### config.mk
export PLATFORM = sky130hd
export DESIGN_NAME = gof_pin_mux
export DESIGN_NICKNAME = d
export VERILOG_FILES = /design/src/gof_pkg.sv /design/src/gof_pin_mux.sv
export SDC_FILE = /design/constraint.sdc
export NUM_CORES = 1
export LEC_CHECK = 0
export BUFFER_PORTS_ARGS = -buffer_cell sky130_fd_sc_hd__buf_4
export CAP_MARGIN = 40
export CORE_ASPECT_RATIO = 1.4
export CORE_MARGIN = 5
export CORE_UTILIZATION = 35
export DETAILED_ROUTE_END_ITERATION = 12
export PLACE_DENSITY_LB_ADDON = 0.2
export SYNTH_ARGS = -nofsm -noshare
export SYNTH_HDL_FRONTEND = slang
export SYNTH_SLANG_ARGS = --single-unit
### constraint.sdc
create_clock -name sys_clk -period 10.9 [get_ports sys_clk]
set_input_delay 2.18 -clock sys_clk [delete_from_list [all_inputs] [get_ports sys_clk]]
set_output_delay 2.18 -clock sys_clk [all_outputs]
set_load 0.02 [all_outputs]
### src/gof_pkg.sv
package gof_pkg;

	// ------------------------------------------------------------
	// sizes
	// ------------------------------------------------------------
	localparam int GOF_PINS = 4;
	localparam int GOF_FN_W = 9;
	localparam int GOF_RAW_W = 28;
	localparam int GOF_IDX_W = 10;

	// ------------------------------------------------------------
	// register indices (byte address = 4 * index)
	// ------------------------------------------------------------
	localparam logic [9:0] GOF_IDX_FN0 = 10'h100;
	localparam logic [9:0] GOF_IDX_SYNC_CTL = 10'h149;
	localparam logic [9:0] GOF_IDX_ASYNC_CTL = 10'h14A;
	localparam logic [9:0] GOF_IDX_RAW = 10'h150;
	localparam logic [9:0] GOF_IDX_LATCH = 10'h151;

	// ------------------------------------------------------------
	// clock output control fields
	// ------------------------------------------------------------
	localparam int GOF_ENA_BIT = 15;
	localparam int GOF_DIV_LSB = 3;
	localparam int GOF_SEL_LSB = 0;
	localparam logic [15:0] GOF_CTL_MASK = 16'h80FF;
	localparam logic [15:0] GOF_CTL_RESET = 16'h0000;
	localparam logic [8:0] GOF_FN_RESET = 9'h000;

	// ------------------------------------------------------------
	// status vector layout
	// ------------------------------------------------------------
	localparam int GOF_B_FLL = 0;
	localparam int GOF_B_RATE_CONVERTER = 3;
	localparam int GOF_B_WARN = 7;
	localparam int GOF_B_SHUT = 8;
	localparam int GOF_B_SHORT = 9;
	localparam int GOF_B_SPKDN = 11;
	localparam int GOF_B_TMR = 12;
	localparam int GOF_B_EVL = 20;
	localparam logic [27:0] GOF_BOTH_EDGE = 28'h000007F;

	// ------------------------------------------------------------
	// pin function codes
	// ------------------------------------------------------------
	localparam logic [8:0] GOF_FN_SYNC_CLK = 9'h040;
	localparam logic [8:0] GOF_FN_ASYNC_CLK = 9'h041;
	localparam logic [8:0] GOF_FN_PWM1 = 9'h048;
	localparam logic [8:0] GOF_FN_PWM2 = 9'h049;
	localparam logic [8:0] GOF_FN_SPDIF = 9'h04C;
	localparam logic [8:0] GOF_FN_ASRC0 = 9'h088;
	localparam logic [8:0] GOF_FN_ASRC3 = 9'h08B;
	localparam logic [8:0] GOF_FN_WARN = 9'h0B6;
	localparam logic [8:0] GOF_FN_SHUT = 9'h0B7;
	localparam logic [8:0] GOF_FN_SHORT0 = 9'h0E0;
	localparam logic [8:0] GOF_FN_SHORT1 = 9'h0E1;
	localparam logic [8:0] GOF_FN_SPKDN = 9'h0E2;
	localparam logic [8:0] GOF_FN_TMR0 = 9'h140;
	localparam logic [8:0] GOF_FN_TMR7 = 9'h147;
	localparam logic [8:0] GOF_FN_EVL0 = 9'h150;
	localparam logic [8:0] GOF_FN_EVL7 = 9'h157;

	// ------------------------------------------------------------
	// types
	// ------------------------------------------------------------
	typedef struct packed {
		logic [2:0] pre;
		logic [3:0] cnt;
		logic out;
	} gof_div_t;

	typedef struct packed {
		logic [3:0][8:0] fn;
		logic [15:0] sync_ctl;
		logic [15:0] async_ctl;
		logic [27:0] s1;
		logic [27:0] s2;
		logic [27:0] prev;
		logic [27:0] latch;
		logic [2:0] aclk_sy;
		gof_div_t sdiv;
		gof_div_t adiv;
		logic [3:0] pins;
		logic spk_disable;
		logic spk_status;
		logic wr_pend;
		logic [9:0] wr_idx;
		logic [31:0] rdata;
	} gof_state_t;

endpackage

### src/gof_pin_mux.sv
// Behaviour
// - lock edges both ways latch interrupt bits
// - code 040h drives sync divided clock
// - code 041h drives async divided clock
// - async control bit 15 enables output
// - async divider bits 7:3, even ratios
// - async prescale select bits 2:0 (3: divide by 1, 2: by 2, 1: by 4, others: by 8)
// - codes 048h/049h route pwm outputs
// - code 04Ch routes spdif output
// - rate-converter lock pins, both-edge interrupts
// - thermal, short and speaker status codes
// - overheat shutdown or short disables speaker
// - speaker status only after shutdown completes
// - protection flags latch interrupt on rising
// - codes 140h-147h route timer pulses
// - timer final count latches interrupt
// - timers count either direction and mode
// - codes 150h-157h route fifo not empty
// - fifo not empty latches interrupt
// - latched bits clear on write one
module gof_pin_mux
(
	input wire logic sys_clk,
	input wire logic reset,
	input wire logic hsel,
	input wire logic [31:0] haddr,
	input wire logic [1:0] htrans,
	input wire logic hwrite,
	input wire logic [2:0] hsize,
	input wire logic [31:0] hwdata,
	input wire logic hready,
	output logic hreadyout,
	output logic hresp,
	output logic [31:0] hrdata,
	input wire logic async_src_clk,
	input wire logic [2:0] fll_lock,
	input wire logic [3:0] rate_converter_lock,
	input wire logic overheat_warn,
	input wire logic overheat_shut,
	input wire logic [1:0] spk_short,
	input wire logic spk_shutdown_done,
	input wire logic [7:0] timer_final,
	input wire logic [7:0] evlog_not_empty,
	input wire logic [1:0] pwm_out,
	input wire logic spdif_out,
	output logic [gof_pkg::GOF_PINS-1:0] pin_out,
	output logic spk_disable,
	output logic irq_out
);
	import gof_pkg::*;

	// ------------------------------------------------------------
	// functions
	// ------------------------------------------------------------
	function automatic gof_div_t gof_div_step(input gof_div_t d, input logic tick,
		input logic [15:0] ctl);
		gof_div_t n;
		logic [2:0] mask;
		logic [3:0] half;
		n = d;
		mask = 3'h0;
		half = ctl[GOF_DIV_LSB+4:GOF_DIV_LSB+1];
		if (half == 4'h0)
			half = 4'h1;
		case (ctl[GOF_SEL_LSB+2:GOF_SEL_LSB])
			3'h3: mask = 3'h0;
			3'h2: mask = 3'h1;
			3'h1: mask = 3'h3;
			default: mask = 3'h7;
		endcase
		if (!ctl[GOF_ENA_BIT])
		begin
			n = '0;
		end
		else if (tick)
		begin
			n.pre = d.pre + 3'h1;
			if ((d.pre & mask) == mask)
			begin
				n.pre = 3'h0;
				if (d.cnt >= half - 4'h1)
				begin
					n.cnt = 4'h0;
					n.out = ~d.out;
				end
				else
					n.cnt = d.cnt + 4'h1;
			end
		end
		return n;
	endfunction

	function automatic logic gof_route(input logic [8:0] code, input logic [27:0] raw,
		input logic sclk, input logic aclk, input logic [1:0] pwm, input logic spdif);
		logic r;
		r = 1'b0;
		if (code == GOF_FN_SYNC_CLK)
			r = sclk;
		else if (code == GOF_FN_ASYNC_CLK)
			r = aclk;
		else if (code == GOF_FN_PWM1)
			r = pwm[0];
		else if (code == GOF_FN_PWM2)
			r = pwm[1];
		else if (code == GOF_FN_SPDIF)
			r = spdif;
		else if (code >= GOF_FN_ASRC0 && code <= GOF_FN_ASRC3)
			r = raw[GOF_B_RATE_CONVERTER + int'(code[1:0])];
		else if (code == GOF_FN_WARN)
			r = raw[GOF_B_WARN];
		else if (code == GOF_FN_SHUT)
			r = raw[GOF_B_SHUT];
		else if (code == GOF_FN_SHORT0 || code == GOF_FN_SHORT1)
			r = raw[GOF_B_SHORT + int'(code[0])];
		else if (code == GOF_FN_SPKDN)
			r = raw[GOF_B_SPKDN];
		else if (code >= GOF_FN_TMR0 && code <= GOF_FN_TMR7)
			r = raw[GOF_B_TMR + int'(code[2:0])];
		else if (code >= GOF_FN_EVL0 && code <= GOF_FN_EVL7)
			r = raw[GOF_B_EVL + int'(code[2:0])];
		return r;
	endfunction

	// ------------------------------------------------------------
	// state
	// ------------------------------------------------------------
	gof_state_t st_reg;
	gof_state_t st_next;
	logic [27:0] pin_in;
	logic [27:0] raw;
	logic [27:0] edges;
	logic [27:0] clr;
	logic addr_ok;
	logic [9:0] a_idx;

	// timer pulses arrive whatever the count direction or mode
	assign pin_in = {evlog_not_empty, timer_final, spk_shutdown_done, spk_short,
		overheat_shut, overheat_warn, rate_converter_lock, fll_lock};
	assign addr_ok = hsel && htrans[1] && hready;
	assign a_idx = haddr[11:2];

	always_comb
	begin
		raw = st_reg.s2;
		raw[GOF_B_SPKDN] = st_reg.spk_status;
		edges = (raw ^ st_reg.prev) & GOF_BOTH_EDGE;
		edges = edges | (raw & ~st_reg.prev & ~GOF_BOTH_EDGE);
	end

	// ------------------------------------------------------------
	// next state
	// ------------------------------------------------------------
	always_comb
	begin
		st_next = st_reg;
		clr = '0;
		st_next.s1 = pin_in;
		st_next.s2 = st_reg.s1;
		st_next.prev = raw;
		st_next.aclk_sy = {st_reg.aclk_sy[1:0], async_src_clk};
		st_next.spk_disable = st_reg.s2[GOF_B_SHUT] | (|st_reg.s2[GOF_B_SHORT+1:GOF_B_SHORT]);
		st_next.spk_status = st_reg.s2[GOF_B_SPKDN] & st_reg.spk_disable;
		if (st_reg.wr_pend)
		begin
			for (int i = 0; i < GOF_PINS; i++)
			begin
				if (st_reg.wr_idx == GOF_IDX_FN0 + 10'(i))
					st_next.fn[i] = hwdata[8:0];
			end
			if (st_reg.wr_idx == GOF_IDX_SYNC_CTL)
				st_next.sync_ctl = hwdata[15:0] & GOF_CTL_MASK;
			if (st_reg.wr_idx == GOF_IDX_ASYNC_CTL)
				st_next.async_ctl = hwdata[15:0] & GOF_CTL_MASK;
			if (st_reg.wr_idx == GOF_IDX_LATCH)
				clr = hwdata[27:0];
		end
		st_next.latch = (st_reg.latch & ~clr) | edges;
		st_next.sdiv = gof_div_step(st_reg.sdiv, 1'b1, st_reg.sync_ctl);
		st_next.adiv = gof_div_step(st_reg.adiv, st_reg.aclk_sy[1] & ~st_reg.aclk_sy[2],
			st_reg.async_ctl);
		for (int i = 0; i < GOF_PINS; i++)
		begin
			st_next.pins[i] = gof_route(st_reg.fn[i], raw, st_reg.sdiv.out, st_reg.adiv.out,
				pwm_out, spdif_out);
		end
		st_next.wr_pend = addr_ok && hwrite;
		st_next.wr_idx = a_idx;
		st_next.rdata = '0;
		if (addr_ok && !hwrite)
		begin
			for (int i = 0; i < GOF_PINS; i++)
			begin
				if (a_idx == GOF_IDX_FN0 + 10'(i))
					st_next.rdata = {23'h0, st_next.fn[i]};
			end
			case (a_idx)
				GOF_IDX_SYNC_CTL: st_next.rdata = {16'h0, st_next.sync_ctl};
				GOF_IDX_ASYNC_CTL: st_next.rdata = {16'h0, st_next.async_ctl};
				GOF_IDX_RAW: st_next.rdata = {4'h0, raw};
				GOF_IDX_LATCH: st_next.rdata = {4'h0, st_next.latch};
				default: st_next.rdata = st_next.rdata;
			endcase
		end
	end

	always_ff @(posedge sys_clk or posedge reset)
	begin
		if (reset)
		begin
			st_reg <= '0;
			st_reg.fn <= {GOF_PINS{GOF_FN_RESET}};
			st_reg.sync_ctl <= GOF_CTL_RESET;
			st_reg.async_ctl <= GOF_CTL_RESET;
		end
		else
			st_reg <= st_next;
	end

	// ------------------------------------------------------------
	// outputs
	// ------------------------------------------------------------
	assign hreadyout = 1'b1;
	assign hresp = 1'b0;
	assign hrdata = st_reg.rdata;
	assign pin_out = st_reg.pins;
	assign spk_disable = st_reg.spk_disable;
	assign irq_out = |st_reg.latch;

	// ------------------------------------------------------------
	// checks
	// ------------------------------------------------------------
	a_fll_both_edges: assert property (@(posedge sys_clk) disable iff (reset)
		$changed(st_reg.s2[GOF_B_FLL]) |-> ##1 st_reg.latch[GOF_B_FLL])
		else $error("lock edge not latched");

	a_rate_converter_latch_hold: assert property (@(posedge sys_clk) disable iff (reset)
		$changed(st_reg.s2[GOF_B_RATE_CONVERTER]) |-> ##1 st_reg.latch[GOF_B_RATE_CONVERTER] ##1
		(st_reg.latch[GOF_B_RATE_CONVERTER] || $past(st_reg.wr_pend)))
		else $error("rate converter lock edge lost");

	a_irq_holds: assert property (@(posedge sys_clk) disable iff (reset)
		(irq_out && !(st_reg.wr_pend && st_reg.wr_idx == GOF_IDX_LATCH)) |=> irq_out)
		else $error("irq dropped without a clear");

	a_clear_on_one: assert property (@(posedge sys_clk) disable iff (reset)
		(st_reg.wr_pend && st_reg.wr_idx == GOF_IDX_LATCH && hwdata[GOF_B_TMR]
		&& !edges[GOF_B_TMR]) |=> !st_reg.latch[GOF_B_TMR])
		else $error("write one did not clear");

	a_sync_clk_off: assert property (@(posedge sys_clk) disable iff (reset)
		!st_reg.sync_ctl[GOF_ENA_BIT] |=> !st_reg.sdiv.out)
		else $error("sync clock not low while disabled");

	a_sync_div_two: assert property (@(posedge sys_clk) disable iff (reset)
		(st_reg.sync_ctl == 16'h8013) [*4] |-> st_reg.sdiv.out != $past(st_reg.sdiv.out))
		else $error("divide by two does not toggle every cycle");

	a_pin_sync_route: assert property (@(posedge sys_clk) disable iff (reset)
		(st_reg.fn[0] == GOF_FN_SYNC_CLK) |=> pin_out[0] == $past(st_reg.sdiv.out))
		else $error("pin does not carry sync clock");

	a_pin_evlog_route: assert property (@(posedge sys_clk) disable iff (reset)
		(st_reg.fn[1] == GOF_FN_EVL0) |=> pin_out[1] == $past(raw[GOF_B_EVL]))
		else $error("pin does not carry fifo status");

	a_spk_protect: assert property (@(posedge sys_clk) disable iff (reset)
		(st_reg.s2[GOF_B_SHUT] || st_reg.s2[GOF_B_SHORT]) |=> spk_disable)
		else $error("speaker not disabled");

	a_spk_status_late: assert property (@(posedge sys_clk) disable iff (reset)
		$rose(st_reg.spk_status) |-> $past(st_reg.spk_disable) && $past(st_reg.s2[GOF_B_SPKDN]))
		else $error("speaker status before shutdown done");

	a_timer_latch: assert property (@(posedge sys_clk) disable iff (reset)
		$rose(st_reg.s2[GOF_B_TMR]) |=> st_reg.latch[GOF_B_TMR])
		else $error("timer event not latched");

	a_async_ctl_mask: assert property (@(posedge sys_clk) disable iff (reset)
		(st_reg.wr_pend && st_reg.wr_idx == GOF_IDX_ASYNC_CTL) |=>
		st_reg.async_ctl == ($past(hwdata[15:0]) & GOF_CTL_MASK))
		else $error("async control write wrong");

	a_fll_fall_latch: assert property (@(posedge sys_clk) disable iff (reset)
		$fell(st_reg.s2[GOF_B_FLL]) |=> st_reg.latch[GOF_B_FLL])
		else $error("lock fall not latched");

	a_rate_converter_fall_latch: assert property (@(posedge sys_clk) disable iff (reset)
		$fell(st_reg.s2[GOF_B_RATE_CONVERTER]) |=> st_reg.latch[GOF_B_RATE_CONVERTER])
		else $error("rate converter lock fall not latched");

	a_async_clk_off: assert property (@(posedge sys_clk) disable iff (reset)
		!st_reg.async_ctl[GOF_ENA_BIT] |=> !st_reg.adiv.out)
		else $error("async clock not low while disabled");

	a_pin_async_route: assert property (@(posedge sys_clk) disable iff (reset)
		(st_reg.fn[0] == GOF_FN_ASYNC_CLK) |=> pin_out[0] == $past(st_reg.adiv.out))
		else $error("pin does not carry async clock");

	a_pin_pwm_route: assert property (@(posedge sys_clk) disable iff (reset)
		(st_reg.fn[0] == GOF_FN_PWM1) |=> pin_out[0] == $past(pwm_out[0]))
		else $error("pin does not carry first pwm");

	a_pin_pwm2_route: assert property (@(posedge sys_clk) disable iff (reset)
		(st_reg.fn[0] == GOF_FN_PWM2) |=> pin_out[0] == $past(pwm_out[1]))
		else $error("pin does not carry second pwm");

	a_pin_spdif_route: assert property (@(posedge sys_clk) disable iff (reset)
		(st_reg.fn[0] == GOF_FN_SPDIF) |=> pin_out[0] == $past(spdif_out))
		else $error("pin does not carry spdif");

	a_pin_rate_converter_route: assert property (@(posedge sys_clk) disable iff (reset)
		(st_reg.fn[0] == GOF_FN_ASRC0) |=> pin_out[0] == $past(raw[GOF_B_RATE_CONVERTER]))
		else $error("pin does not carry rate converter lock");

	a_pin_warn_route: assert property (@(posedge sys_clk) disable iff (reset)
		(st_reg.fn[0] == GOF_FN_WARN) |=> pin_out[0] == $past(raw[GOF_B_WARN]))
		else $error("pin does not carry overheat warning");

	a_pin_shut_route: assert property (@(posedge sys_clk) disable iff (reset)
		(st_reg.fn[0] == GOF_FN_SHUT) |=> pin_out[0] == $past(raw[GOF_B_SHUT]))
		else $error("pin does not carry overheat shutdown");

	a_pin_short_route: assert property (@(posedge sys_clk) disable iff (reset)
		(st_reg.fn[0] == GOF_FN_SHORT0) |=> pin_out[0] == $past(raw[GOF_B_SHORT]))
		else $error("pin does not carry short status");

	a_pin_spk_route: assert property (@(posedge sys_clk) disable iff (reset)
		(st_reg.fn[0] == GOF_FN_SPKDN) |=> pin_out[0] == $past(st_reg.spk_status))
		else $error("pin does not carry speaker status");

	a_pin_timer_route: assert property (@(posedge sys_clk) disable iff (reset)
		(st_reg.fn[3] == GOF_FN_TMR0) |=> pin_out[3] == $past(raw[GOF_B_TMR]))
		else $error("pin does not carry timer pulse");

	a_pin_evlog7_route: assert property (@(posedge sys_clk) disable iff (reset)
		(st_reg.fn[2] == GOF_FN_EVL7) |=> pin_out[2] == $past(raw[GOF_B_EVL+7]))
		else $error("pin does not carry last fifo status");

	a_warn_rise_latch: assert property (@(posedge sys_clk) disable iff (reset)
		$rose(st_reg.s2[GOF_B_WARN]) |=> st_reg.latch[GOF_B_WARN])
		else $error("warning event not latched");

	a_short_rise_latch: assert property (@(posedge sys_clk) disable iff (reset)
		$rose(st_reg.s2[GOF_B_SHORT]) |=> st_reg.latch[GOF_B_SHORT])
		else $error("short event not latched");

	a_spk_rise_latch: assert property (@(posedge sys_clk) disable iff (reset)
		$rose(st_reg.spk_status) |=> st_reg.latch[GOF_B_SPKDN])
		else $error("speaker status event not latched");

	a_evlog_latch: assert property (@(posedge sys_clk) disable iff (reset)
		$rose(st_reg.s2[GOF_B_EVL]) |=> st_reg.latch[GOF_B_EVL])
		else $error("fifo event not latched");

	a_timer_latch_hold: assert property (@(posedge sys_clk) disable iff (reset)
		(st_reg.latch[GOF_B_TMR] && !(st_reg.wr_pend && st_reg.wr_idx == GOF_IDX_LATCH
		&& hwdata[GOF_B_TMR])) |=> st_reg.latch[GOF_B_TMR])
		else $error("latched bit lost without write one");

	a_spk_short_two: assert property (@(posedge sys_clk) disable iff (reset)
		st_reg.s2[GOF_B_SHORT+1] |=> spk_disable)
		else $error("speaker not disabled on second short");

	a_sync_ctl_mask: assert property (@(posedge sys_clk) disable iff (reset)
		(st_reg.wr_pend && st_reg.wr_idx == GOF_IDX_SYNC_CTL) |=>
		st_reg.sync_ctl == ($past(hwdata[15:0]) & GOF_CTL_MASK))
		else $error("sync control write wrong");

	a_irq_on_event: assert property (@(posedge sys_clk) disable iff (reset)
		(edges != 28'h0) |=> irq_out)
		else $error("event did not raise irq");

endmodule

# Yosys cells after proc, flatten, opt, wreduce, memory -nomap -nowiden
# Index checks and enable logic that the tools add are counted.
word_totals:
  regBits: 248
  output_inout_bits: 40
  word_cells: 322
  input_bits: 106
classes:
  eq_ne: 68
  n_reduce_logical: 28
  bitwise: 15
  n_lt_le_gt_ge: 42
  muxes: 124
  add_sub_neg: 22
op_table:
  columns: ["cell", "count"]
  rows:
  - ["equality test 9 x 7 -> 1 bit, second input constant", 20]
  - ["equality test 9 x 8 -> 1 bit, second input constant", 20]
  - ["equality test 10 x 9 -> 1 bit, second input constant", 15]
  - ["2-to-1 mux 32 bit", 4]
  - ["one-hot mux 32 bit (4 select lines)", 1]
  - ["2-to-1 mux 1 bit", 82]
  - ["binary-select mux 1 bit (select 5 bit)", 16]
  - ["greater-or-equal comparator 9 bit, second input constant", 8]
  - ["<= comparator 9 bit, second input constant", 8]
  - ["2-to-1 mux 68 bit", 1]
  - ["AND 28 bit", 2]
  - ["2-to-1 mux 28 bit", 2]
  - ["inverter 28 bit", 2]
  - ["less-than comparator 5 x 6 -> 1 bit, second input constant", 8]
  - ["2-to-1 mux 9 bit", 5]
  - ["2-to-1 mux 8 bit", 5]
  - ["greater-or-equal comparator 9 x 8 -> 1 bit, second input constant", 4]
  - ["<= comparator 9 x 8 -> 1 bit, second input constant", 4]
  - ["2-to-1 mux 16 bit", 2]
  - ["OR 28 bit", 1]
  - ["OR 7 x 28 -> 28 bit", 1]
  - ["OR reduction 28 bit", 1]
  - ["adder 5 x 3 -> 6 bit, first input constant", 4]
  - ["less-than comparator 3 x 6 -> 1 bit, second input constant", 4]
  - ["26 further kinds", 79]

# Longest topological paths before layout
# Gate-level depths: netlist of run 1.
logic_depth:
  word_depth: 16
  depth_mapped: 10
  depth_no_buf: 9

# Worst setup path before layout of run 1
# OpenSTA, ideal clock, no wires.
synth_timing:
  kind: "input to register"
  start: "in haddr[4]"
  end: "reg st_reg (netlist bit hrdata[17])"
  slack_ns: 6.908
  required_ns: 10.828
  path_stages: 8
  setup_time_ns: 0.072
  n_path_buf: 3
  arrival_time_ns: 3.920
  path_cell_list: "nor4b_1 > and2_1 > clkbuf_1 > and3_1 > clkbuf_1 > clkbuf_1 > a22oi_1 > nor2_1"
synth_rtl:
  columns: ["item", "line", "text"]
  rows:
  - ["from (decl)", "gof_pin_mux.sv:26", "input wire logic [31:0] haddr,"]
  - ["to (signal assigned)", "gof_pin_mux.sv:216", "st_reg <= st_next;"]
  - ["to (decl)", "gof_pin_mux.sv:127", "gof_state_t st_reg;"]

==> Implementation_results.wiki, run 1 <==
{| class="wikitable"
! Metric !! Value
|-
| Initial standard-cell utilization of the core || 0.352
|-
| Min Tclk post-route || 4.62 ns
|-
| Residual DRC count || 0
|-
| Number of antenna violations at the first check in global routing || 0
|-
| YS warnings || 0
|-
| Cell taking the most area after synthesis || sky130_fd_sc_hd__dfrtp_1
|-
| IO Port Bufs || 109
|-
| Core Rows || between 80 and 90
|-
| Outcome || complete, no violations
|-
| Worst setup path class || in -> reg
|-
| Detailed-route via count || between 8000 and 9000
|-
| Ratio of total power to cell area || 141 nW/um^2
|-
| Area occupied by multi-input gates || ~5400 um^2
|-
| Final setup fails || 0
|-
| Mean area per synthesized cell || 10.9 um^2
|-
| GR Util All Layers || 0.174
|-
| Total I/O pin count || 146
|-
| Clock tree from TritonCTS || built
|-
| Slew at the pin closest to its max-slew limit || 0.933 ns
|-
| DRC marker count from the first detailed-route iteration || just under 700
|-
| Critical R2R Launch || st_reg[41]
|-
| Synthesis-stage register bit count || between 200 and 250
|-
| Final Max Slew Viols || 0
|-
| First-pass GRT wire length || about 53000 um
|-
| Distinct cell type count after synthesis || a little under 90
|-
| Die Span X || 168 um
|-
| Worst ir drop on vdd || 0.109 mV
|-
| Share of final-layout standard cells stronger than drive strength 1 || 0.209
|-
| Aggregate negative setup slack || 0 ns
|-
| Post-synthesis sequential area ratio || 0.501
|-
| Number of instances resized during post-cts repair || 0
|-
| Maximum fanout along the worst path || 12
|-
| Floorplan die area || 38700 um^2
|-
| Total routed wirelength || 34300 um
|-
| GPL Wtd Cong || 0.871
|-
| Utilization after layout || 0.406
|-
| Synth area leaders || sky130_fd_sc_hd__dfrtp_1 (50%), sky130_fd_sc_hd__mux2_2 (3.8%), sky130_fd_sc_hd__nand2_1 (3.5%)
|-
| Core ar. || 34700 um^2
|-
| Number of iterations in the first detailed-routing pass || 7
|-
| Count of fill cells added during filler insertion || 3387
|-
| Worst setup SP type || primary input
|-
| Start point of the worst min-delay path || st_next[128]
|-
| Wire length per cell after detailed routing || between 20 and 25 um
|-
| List of most frequent post-synthesis cells || sky130_fd_sc_hd__dfrtp_1 (244), sky130_fd_sc_hd__nand2_1 (115), sky130_fd_sc_hd__inv_1 (57)
|-
| Clock sink total || 244
|-
| Maximum achievable frequency || 0.216 GHz
|-
| Clock slew seen by the registers of the worst setup and hold paths || 0.06 ns
|-
| Cell chosen for the clock root || sky130_fd_sc_hd__clkbuf_16
|-
| Maximum count of clock buffers along a single path || 3
|-
| Largest net degree at the start of global routing || 111
|-
| Number of hold violations in the final report || 0
|-
| Number of enable flip-flop cells after synthesis || 0
|-
| Headroom to the max-slew limit || 0.377
|-
| Total leakage power || 6.28 nW
|-
| Ratio of routed vias to standard cells || 5.38
|-
| Fin Clk Skew || roughly 0.017 ns
|-
| Predominant post-synthesis flop cell || sky130_fd_sc_hd__dfrtp_1
|-
| Type of destination of the critical path || register
|-
| Post-Synthesis Cell Area || 12200 um^2
|-
| Unrepaired setup endpoints after global routing || false
|-
| Remaining number of nets flagged by the antenna check after routing || 0
|-
| Antenna diode count || 0
|-
| Max reg flops || 153
|-
| CTS hold repair buffers || 0
|-
| Worst skew pair latency || 0.56 ns
|-
| Via count of the first global-routing pass || 8980
|-
| Number of buffers added by the clock tree synthesis step || 26
|-
| Fin nets || 1326
|-
| Tightest Hold Check Type || reg -> reg
|-
| Count of H-tree levels built during CTS || 1
|-
| Arrival time of data at the critical path endpoint || 4.99 ns
|-
| Cell with the most instances after synthesis || sky130_fd_sc_hd__dfrtp_1
|-
| Max-cap violations || 0
|-
| Worst Path Required || 11.27 ns
|-
| HPWL after detailed placement || around 25000 um
|-
| # Post-CTS Setup Buffers || 0
|-
| Share of the synthesized area in the top cell type || 0.501
|-
| Final cycle utilization of the critical path || 0.424
|-
| Worst setup path startpoint || haddr[2]
|-
| Async S/R FF share, synth || 1.00
|-
| Area overhead of the layout relative to synthesis || 15.4%
|-
| Congestion Overflow GR || 0
|-
| Die Height || 231 um
|-
| Combined flip-flop and latch cell area || between 6000 and 7000 um^2
|-
| Mapped Cells || 1123
|}
-- critical path: stages --
cell and delay, ns:
sky130_fd_sc_hd__buf_4 0.14, sky130_fd_sc_hd__nor2b_1 0.75, sky130_fd_sc_hd__nand4_1 0.56, sky130_fd_sc_hd__a311oi_1 0.48, sky130_fd_sc_hd__or3_1 0.16, sky130_fd_sc_hd__a211oi_1 0.05, sky130_fd_sc_hd__a2111oi_0 0.65
-- routing by layer --
| metal | track usage | vias to the layer above | share of wire |
|---|---|---|---|
| met4 | 0.0632 | 0 | 0.035 |
| met2 | 0.297 | 267 | 0.50 |
| met3 | 0.0219 | 70 | 0.045 |
| li1 | - | 4161 | - |
| met1 | 0.226 | 4434 | 0.42 |
| met5 | 0 | - | 0 |
-- logic make-up after synthesis --
family,count (synthesis),synth area share
flip-flops,244,0.501
multiplexers,93,0.0982
AND/OR/NAND/NOR,360,0.159
buffers and inverters,150,0.0640
other,2,0.000616
adder cells (fa/ha/maj),34,0.0349
XOR/XNOR,12,0.00862
AO/OA/AOI/OAI,228,0.134
-- cells in the final DEF (no fill, tap or decap), types with 13 or more instances in the layout --
cell / count
sky130_fd_sc_hd__dfrtp_1: 244
sky130_fd_sc_hd__buf_4: 119
sky130_fd_sc_hd__nand2_1: 115
sky130_fd_sc_hd__inv_1: 56
sky130_fd_sc_hd__nor2_1: 56
sky130_fd_sc_hd__mux2_2: 41
sky130_fd_sc_hd__a21oi_1: 40
sky130_fd_sc_hd__o21ai_0: 34
sky130_fd_sc_hd__ha_1: 34
sky130_fd_sc_hd__mux2i_1: 33
sky130_fd_sc_hd__nand3_1: 26
sky130_fd_sc_hd__clkbuf_16: 26
sky130_fd_sc_hd__nor2b_1: 24
sky130_fd_sc_hd__a22o_1: 23
sky130_fd_sc_hd__a22oi_1: 18
sky130_fd_sc_hd__nor4_1: 16
sky130_fd_sc_hd__mux4_2: 16
sky130_fd_sc_hd__a21o_1: 15
sky130_fd_sc_hd__a31oi_1: 15
sky130_fd_sc_hd__nor3_1: 13
-- final cells by class --
class | count | share of cell area
tap | 456 | 0.0406
sequential | 244 | 0.434
clock inverter | 10 | 0.00729
multi-input combinational | 733 | 0.380
timing repair buffer | 124 | 0.0682
clock buffer | 36 | 0.0539
inverter | 57 | 0.0157
-- final timing paths --
kind / to / slack, ns / cells past startpoint
worst max-delay path: hrdata[1] / 6.28 / 7
min in group asynchronous: st_next[129] / 1.78 / 2
worst max register to register: hrdata[6] / 7.75 / 5
worst min register to register: raw[4] / 0.35 / 0
max in group asynchronous: st_next[139] / 7.20 / 5
worst min-delay path: raw[4] / 0.35 / 0
-- through the flow --
step / setup WS [ns] / instance area [um^2] / hold slack (ns) / power, mW / instances
finish: 6.28 / 14100 / 0.346 / 1.98 / 1660
CTS: 6.35 / 14100 / 0.349 / 2.01 / 1660
global placement: 5.60 / 13100 / 0.332 / 1.11 / 1607
global route: 6.15 / 14100 / 0.353 / 2.06 / 1660
detailed placement: 5.84 / 13200 / 0.335 / 1.12 / 1614
floorplan: 2.02 / 12200 / 0.331 / 1.05 / 1127
-- report_power, final --
| group | internal (mW) | leakage (nW) | switching, mW |
|---|---|---|---|
| clock network | 0.510 | 0.408 | 0.369 |
| registers | 0.932 | 2.93 | 0.0372 |
| logic | 0.0585 | 2.94 | 0.0733 |
| total | 1.50 | 6.28 | 0.480 |
Note: power is estimated with default switching activity, not from simulation.
==> inputs of run 2 (changes only) <==
--- a/config.mk
+++ b/config.mk
@@ -5,6 +5,7 @@
 export SDC_FILE = /design/constraint.sdc
 export NUM_CORES = 1
 export LEC_CHECK = 0
+export ABC_AREA = 1
 export BUFFER_PORTS_ARGS = -buffer_cell sky130_fd_sc_hd__buf_4
 export CAP_MARGIN = 40
 export CORE_ASPECT_RATIO = 1.4
==> constraint.sdc (replaced) <==
create_clock -name sys_clk -period 4.8 [get_ports sys_clk]
set_input_delay 0.96 -clock sys_clk [delete_from_list [all_inputs] [get_ports sys_clk]]
set_output_delay 0.96 -clock sys_clk [all_outputs]
set_load 0.02 [all_outputs]
==> Implementation_results.wiki, run 2 <==
{| class="wikitable"
! Metric !! Value
|-
| Aggregate negative setup slack || 0 ns (unchanged)
|-
| Post-Synthesis Cell Area || 12100 um^2 (-0.74%)
|-
| Maximum achievable frequency || between 0.3 and 0.4 GHz
|-
| Final setup fails || 0 (unchanged)
|-
| Number of antenna violations at the first check in global routing || 0 (unchanged)
|-
| Synthesized-area fraction occupied by ao, oa, aoi and oai cells || 0.137 (+0.00286)
|-
| Cell chosen for the clock root || sky130_fd_sc_hd__clkbuf_16
|-
| Area overhead of the layout relative to synthesis || 15.7%
|-
| Via count of the first global-routing pass || 9998 (+11%)
|-
| Die Span X || 167 um (-0.35%)
|-
| Max-cap violations || 0 (unchanged)
|-
| Critical R2R Launch || st_reg[239]
|-
| Final Max Slew Viols || 0 (unchanged)
|-
| Fin nets || 1671 (+26%)
|-
| Count of fill cells added during filler insertion || 3505 (+3.5%)
|-
| Initial standard-cell utilization of the core || 0.355 (+0.00280)
|-
| Number of instances resized during post-cts repair || 0 (unchanged)
|-
| GPL Wtd Cong || 0.939 (+7.8%)
|-
| Congestion Overflow GR || 0 (unchanged)
|-
| First-pass GRT wire length || 56600 um (+6.7%)
|-
| Busiest layer in global routing || met2
|-
| Remaining number of nets flagged by the antenna check after routing || 0 (unchanged)
|-
| Worst skew pair latency || 0.54 ns (-0.02 ns)
|-
| Start point of the worst min-delay path || st_next[144]
|-
| Mux contribution to synthesized area || 0.000930 (-0.0973)
|-
| Die Height || 230 um (-0.36%)
|-
| CTS hold repair buffers || 0 (unchanged)
|-
| Number of iterations in the first detailed-routing pass || 5 (-2)
|-
| Number of enable flip-flop cells after synthesis || 0 (unchanged)
|-
| Type of destination of the critical path || output port
|-
| Number of buffers added by the clock tree synthesis step || 26 (unchanged)
|-
| Min Tclk post-route || 2.97 ns
|-
| Mean area per synthesized cell || 8.33 um^2 (-23%)
|-
| Final cycle utilization of the critical path || 0.619
|-
| R2R Path End || pin_out[3]
|-
| Post-synthesis sequential area ratio || 0.504 (+0.00373)
|-
| Floorplan die area || 38500 um^2 (-0.70%)
|-
| Placement-stage worst setup slack || 1.27 ns (-4.56 ns)
|-
| Mapped Cells || 1453 (+29%)
|-
| Detailed-route via count || 9869 (+10%)
|-
| Outcome || complete, no violations
|-
| Tightest Hold Check Type || reg -> reg
|-
| Maximum count of clock buffers along a single path || 3 (unchanged)
|-
| List of most frequent post-synthesis cells || sky130_fd_sc_hd__nand2_1 (293), sky130_fd_sc_hd__dfrtp_1 (244), sky130_fd_sc_hd__inv_1 (217)
|-
| Worst setup SP type || register
|-
| Ratio of routed vias to standard cells || 4.93 (-8.4%)
|-
| Predominant post-synthesis flop cell || sky130_fd_sc_hd__dfrtp_1
|-
| M3 GR Usage || 0.0203 (-0.00165)
|-
| Core ar. || 34100 um^2 (-1.5%)
|-
| Unrepaired setup endpoints after global routing || false
|-
| Slew at the pin closest to its max-slew limit || 0.997 ns (+0.0640 ns)
|-
| Area fraction in and, or, nand and nor cells after synthesis || 0.206 (+0.0475)
|-
| Worst Hold End || raw[20]
|-
| Fin Clk Skew || 0.0127 ns (-0.00394 ns)
|-
| Cell taking the most area after synthesis || sky130_fd_sc_hd__dfrtp_1
|-
| Minimum setup slack in the final design || 1.83 ns (-4.45 ns)
|-
| DRC marker count from the first detailed-route iteration || 689 (-0.14%)
|-
| Dominant combinational cell family by area after synthesis || simple AND/OR/NAND/NOR gates
|-
| Met2 Track Usage GR || 0.332 (+0.0347)
|-
| HPWL after detailed placement || 27400 um (+9.5%)
|-
| Total I/O pin count || 146 (unchanged)
|-
| Distinct cell type count after synthesis || 51 (-42%)
|-
| Count of H-tree levels built during CTS || 1 (unchanged)
|-
| Share of the synthesized area in the top cell type || 0.504 (+0.00373)
|-
| Max reg flops || 153 (unchanged)
|-
| IO Port Bufs || 109 (unchanged)
|-
| Worst Hold Path Cells || 0 (unchanged)
|-
| Arrival time of data at the critical path endpoint || 2.01 ns (-2.98 ns)
|-
| Total routed wirelength || 36100 um (+5.1%)
|-
| Largest net degree at the start of global routing || 165 (+49%)
|-
| Ratio of total power to cell area || 313 nW/um^2 (+120%)
|-
| Clock slew seen by the registers of the worst setup and hold paths || 0.06 ns (about the same)
|-
| # Post-CTS Setup Buffers || 0 (unchanged)
|-
| Clock tree from TritonCTS || built
|-
| YS warnings || 0 (unchanged)
|-
| Post-synthesis adder-cell area fraction || 0.0351 (+0.000260)
|-
| Share of final-layout standard cells stronger than drive strength 1 || 0.119 (-0.0907)
|-
| Antenna diode count || 0 (unchanged)
|-
| Cell with the most instances after synthesis || sky130_fd_sc_hd__nand2_1
|-
| Residual DRC count || 0 (unchanged)
|-
| Maximum fanout along the worst path || 2 (-10)
|-
| Wire length per cell after detailed routing || 18.0 um (-13%)
|-
| Depth of the worst register-to-register path || 13 (+8)
|-
| Worst Path Required || 3.84 ns (-7.43 ns)
|-
| Number of hold violations in the final report || 0 (unchanged)
|-
| Core Rows || 80 (-1.2%)
|-
| Commonest non-fill, non-tap cells in the layout || sky130_fd_sc_hd__nand2_1 (293), sky130_fd_sc_hd__dfrtp_1 (244), sky130_fd_sc_hd__inv_1 (216)
|-
| Worst setup slack for register-to-register paths || 2.01 ns (-5.74 ns)
|-
| GR Util All Layers || 0.186 (+0.0123)
|-
| Met1 Usage GRT || 0.228 (+0.00209)
|-
| Fraction of synthesized cell area in xor and xnor cells || 0.0109 (+0.00223)
|-
| Cell area after layout || 14000 um^2 (-0.45%)
|-
| Clock sink total || 244 (unchanged)
|-
| Worst setup path class || reg -> out
|-
| Synth area leaders || sky130_fd_sc_hd__dfrtp_1 (50%), sky130_fd_sc_hd__nand2_1 (9.1%), sky130_fd_sc_hd__inv_1 (6.7%)
|-
| Synthesis-stage register bit count || 244 (unchanged)
|-
| Worst ir drop on vdd || 0.247 mV (+130%)
|-
| Total leakage power || 6.75 nW (+7.5%)
|-
| Leading cell type in the layout, fill and taps excluded || sky130_fd_sc_hd__nand2_1
|-
| Placed instance area || 13200 um^2 (-0.37%)
|-
| Async S/R FF share, synth || 1.00 (unchanged)
|-
| Headroom to the max-slew limit || 0.335 (-0.0414)
|}
run 2: layer usage:
layer	wire length (um)	vias to the layer above	share of wire
li1	-	4866	-
met1	14700	4705	0.41
met2	18400	226	0.51
met3	1410	72	0.039
met4	1610	0	0.045
met5	0	-	0
run 2: cells by family after synthesis:
kind of cell	count (synthesis)
mux	1
flops	244
xor+xnor	15
other cells	2
compound gates	295
simple gates	569
fa+ha+maj	34
buf+inv	293
run 2: metrics by stage:
| step | total power [mW] | std cells | util | hold WS, ns |
|---|---|---|---|---|
| 3_3_place_gp | 2.46 | 1954 | 0.386 | 0.335 |
| 5_1_grt | 4.56 | 2002 | 0.410 | 0.349 |
| 4_1_cts | 4.46 | 2002 | 0.410 | 0.346 |
| 3_5_place_dp | 2.46 | 1954 | 0.386 | 0.335 |
| 6_report | 4.39 | 2002 | 0.410 | 0.344 |
| 2_1_floorplan | 2.33 | 1457 | - | 0.331 |
run 2: power by group:
group / switching [mW] / total, mW / leakage [nW] / internal, mW
combinational: 0.163 / 0.252 / 3.49 / 0.0893
clock: 0.812 / 1.97 / 0.413 / 1.16
sequential: 0.0560 / 2.17 / 2.85 / 2.11
total: 1.03 / 4.39 / 6.75 / 3.36
run 2: worst max-delay path, cell delays in order (launching register included):
cell and delay [ns]:
sky130_fd_sc_hd__dfrtp_1 0.40, sky130_fd_sc_hd__nor4_1 0.39, sky130_fd_sc_hd__nand2_1 0.17, sky130_fd_sc_hd__nor2_1 0.23, sky130_fd_sc_hd__nand4_1 0.11, sky130_fd_sc_hd__buf_4 0.18
run 2: area by class of cell:
class	count	area, um^2	area share
Multi-Input combinational cell	920	4750	0.339
Clock buffer	44	820	0.0585
Clock inverter	4	26.3	0.00188
Inverter	222	837	0.0598
Tap cell	451	564	0.0403
Sequential cell	244	6110	0.436
Timing Repair Buffer	117	903	0.0645
run 2: worst max path at each step:
stage | from | cells past startpoint | slack (ns) | end
global placement | haddr[11] | 8 | 1.32 | hrdata[15]
detailed placement | haddr[11] | 8 | 1.27 | hrdata[15]
floorplan | reset | 1 | 0.64 | hrdata[0]
CTS | st_reg[83] | 5 | 1.76 | irq_out
global route | st_reg[239] | 13 | 1.72 | pin_out[3]
finish | st_reg[83] | 5 | 1.83 | irq_out
==> inputs of run 3 (changes only) <==
==> constraint.sdc (replaced) <==
create_clock -name sys_clk -period 2.81 [get_ports sys_clk]
set_input_delay 0.562 -clock sys_clk [delete_from_list [all_inputs] [get_ports sys_clk]]
set_output_delay 0.562 -clock sys_clk [all_outputs]
set_load 0.02 [all_outputs]
==> Implementation_results.wiki, run 3 (synthesis gave the netlist of run 2 again) <==
{| class="wikitable"
! Metric !! Value
|-
| Outcome || complete, no violations
|-
| GR Util All Layers || 0.191 (+0.00450)
|-
| Final setup fails || 0 (unchanged)
|-
| Floorplan die area || 38500 um^2 (unchanged)
|-
| Maximum count of clock buffers along a single path || 3 (unchanged)
|-
| GPL Wtd Cong || 0.915 (-2.6%)
|-
| Share of final-layout standard cells stronger than drive strength 1 || 0.137 (+0.0182)
|-
| # Post-CTS Setup Buffers || 0 (unchanged)
|-
| Unrepaired setup endpoints after global routing || false
|-
| Placed instance area || 13400 um^2 (+1.9%)
|-
| Remaining number of nets flagged by the antenna check after routing || 0 (unchanged)
|-
| IO Port Bufs || 109 (unchanged)
|-
| Clock sink total || 244 (unchanged)
|-
| Clock tree from TritonCTS || built
|-
| Number of buffers added by the clock tree synthesis step || 26 (unchanged)
|-
| Min Tclk post-route || 2.60 ns
|-
| Max reg flops || 153 (unchanged)
|-
| Headroom to the max-slew limit || 0.591 (+0.255)
|-
| Antenna diode count || 0 (unchanged)
|-
| Leading cell type in the layout, fill and taps excluded || sky130_fd_sc_hd__nand2_1
|-
| Maximum achievable frequency || 0.384 GHz
|-
| Fin Hold WS || 0.0812 ns (-0.263 ns)
|-
| Clock slew seen by the registers of the worst setup and hold paths || 0.06 ns (about the same)
|-
| Aggregate negative setup slack || 0 ns (unchanged)
|-
| Ratio of total power to cell area || 548 nW/um^2 (+75%)
|-
| Via count of the first global-routing pass || 10100 (+0.58%)
|-
| DRC marker count from the first detailed-route iteration || 878 (+27%)
|-
| Final cycle utilization of the critical path || 0.926
|-
| Worst ir drop on vdd || 0.522 mV (+110%)
|-
| Final Max Slew Viols || 0 (unchanged)
|-
| Type of destination of the critical path || output port
|-
| Total I/O pin count || 146 (unchanged)
|-
| Ratio of routed vias to standard cells || 4.95 (+0.39%)
|-
| Max-cap violations || 0 (unchanged)
|-
| Tightest Hold Check Type || in -> async
|-
| Number of iterations in the first detailed-routing pass || 5 (unchanged)
|-
| Area occupied by multi-input gates || 4750 um^2 (unchanged)
|-
| Fin Clk Skew || 0.0132 ns (+0.000456 ns)
|-
| Worst setup SP type || register
|-
| Number of antenna violations at the first check in global routing || 0 (unchanged)
|-
| CTS hold repair buffers || 0 (unchanged)
|-
| Residual DRC count || 0 (unchanged)
|-
| Fin nets || 1699 (+1.7%)
|-
| Maximum fanout along the worst path || 2 (unchanged)
|-
| Worst Path Required || 2.25 ns (-1.59 ns)
|-
| Combined flip-flop and latch cell area || 6110 um^2 (unchanged)
|-
| Slew at the pin closest to its max-slew limit || 0.612 ns (-0.385 ns)
|-
| Congestion Overflow GR || 0 (unchanged)
|-
| Arrival time of data at the critical path endpoint || 2.04 ns (+0.03 ns)
|-
| Total routed wirelength || 37000 um (+2.7%)
|-
| Area overhead of the layout relative to synthesis || 18.4%
|-
| Cell chosen for the clock root || sky130_fd_sc_hd__clkbuf_16
|-
| Critical path, cell by cell || nor4_1 -> nand2_1 -> nor2_1 -> nand4_1 -> buf_4
|-
| Die Height || 230 um (unchanged)
|-
| Slowest-stage cell, CP || sky130_fd_sc_hd__nor4_1
|-
| Detailed-route via count || 10000 (+1.7%)
|-
| Worst skew pair latency || 0.54 ns (about the same)
|-
| Worst setup path class || reg -> out
|-
| HPWL after detailed placement || 28700 um (+4.9%)
|-
| Count of fill cells added during filler insertion || 3433 (-2.1%)
|-
| First-pass GRT wire length || 57700 um (+2.0%)
|-
| Wire length per cell after detailed routing || 18.2 um (+1.3%)
|-
| Total leakage power || 6.94 nW (+2.7%)
|-
| Initial standard-cell utilization of the core || 0.355 (unchanged)
|-
| Die Span X || 167 um (unchanged)
|-
| Number of hold violations in the final report || 0 (unchanged)
|-
| Cell area after layout || 14300 um^2 (+2.3%)
|-
| Core ar. || 34100 um^2 (unchanged)
|-
| Core Rows || 80 (unchanged)
|-
| Utilization after layout || 0.420 (+0.00942)
|-
| Number of instances resized during post-cts repair || 0 (unchanged)
|-
| Count of H-tree levels built during CTS || 1 (unchanged)
|-
| Maximum single-stage delay on the critical path || 0.41 ns (about the same)
|-
| Commonest non-fill, non-tap cells in the layout || sky130_fd_sc_hd__nand2_1 (293), sky130_fd_sc_hd__dfrtp_1 (244), sky130_fd_sc_hd__inv_1 (216)
|-
| Largest net degree at the start of global routing || 82 (-50%)
|}
run 3: cell types whose count changed in the layout (fill, tap and decap cells not counted), sizes merged:
cell / delta
buf: +28
clkbuf: -8
bufinv: +4
clkinv: +3
clkinvlp: +1
inv: -1
run 3: final timing paths:
kind / from / end / slack [ns] / cells past startpoint
max: st_reg[83] / irq_out / 0.21 / 5
min: reset / st_reg[228] / 0.08 / 2
min reg2reg: st_next[129] / raw[5] / 0.35 / 0
max reg2reg: st_reg[230] / pin_out[2] / 0.43 / 11
min in group sys_clk: spk_short[1] / st_next[134] / 0.12 / 1
max in group asynchronous: reset / st_reg[184] / 1.91 / 3
run 3: final cells by class:
| type | instances | area share |
|---|---|---|
| inverters | 222 | 0.0584 |
| multi-input cells | 920 | 0.331 |
| clock buffers | 36 | 0.0530 |
| flip-flops and latches | 244 | 0.426 |
| well taps | 451 | 0.0394 |
| repair buffers | 145 | 0.0803 |
| clock inverters | 11 | 0.0112 |
run 3: critical path, delay by kind of cell (launching register included):
| kind | cells | cell delay, ns |
|---|---|---|
| DFF | 1 | 0.39 |
| buffers and inverters | 1 | 0.18 |
| and+or+nand+nor | 4 | 0.93 |
run 3: metrics by stage:
stage	power (mW)	cells	setup WS, ns
finish	7.85	2029	0.209
floorplan	3.97	1457	-0.956
global route	8.14	2029	0.134
detailed placement	4.22	1982	0.392
global placement	4.22	1982	0.391
CTS	7.93	2029	0.183
run 3: layer usage:
metal / track usage / vias to the layer above / routed length (um)
met4: 0.0759 / 0 / 1560
met2: 0.344 / 262 / 18900
li1: - / 4935 / -
met1: 0.230 / 4772 / 15000
met3: 0.0234 / 72 / 1570
met5: 0 / - / 0
run 3: power breakdown:
part           switching, mW  internal [mW]  leakage [nW]
logic                  0.287          0.164          3.64
clock network           1.45           2.25         0.450
registers             0.0914           3.61          2.85
total                   1.83           6.02          6.94
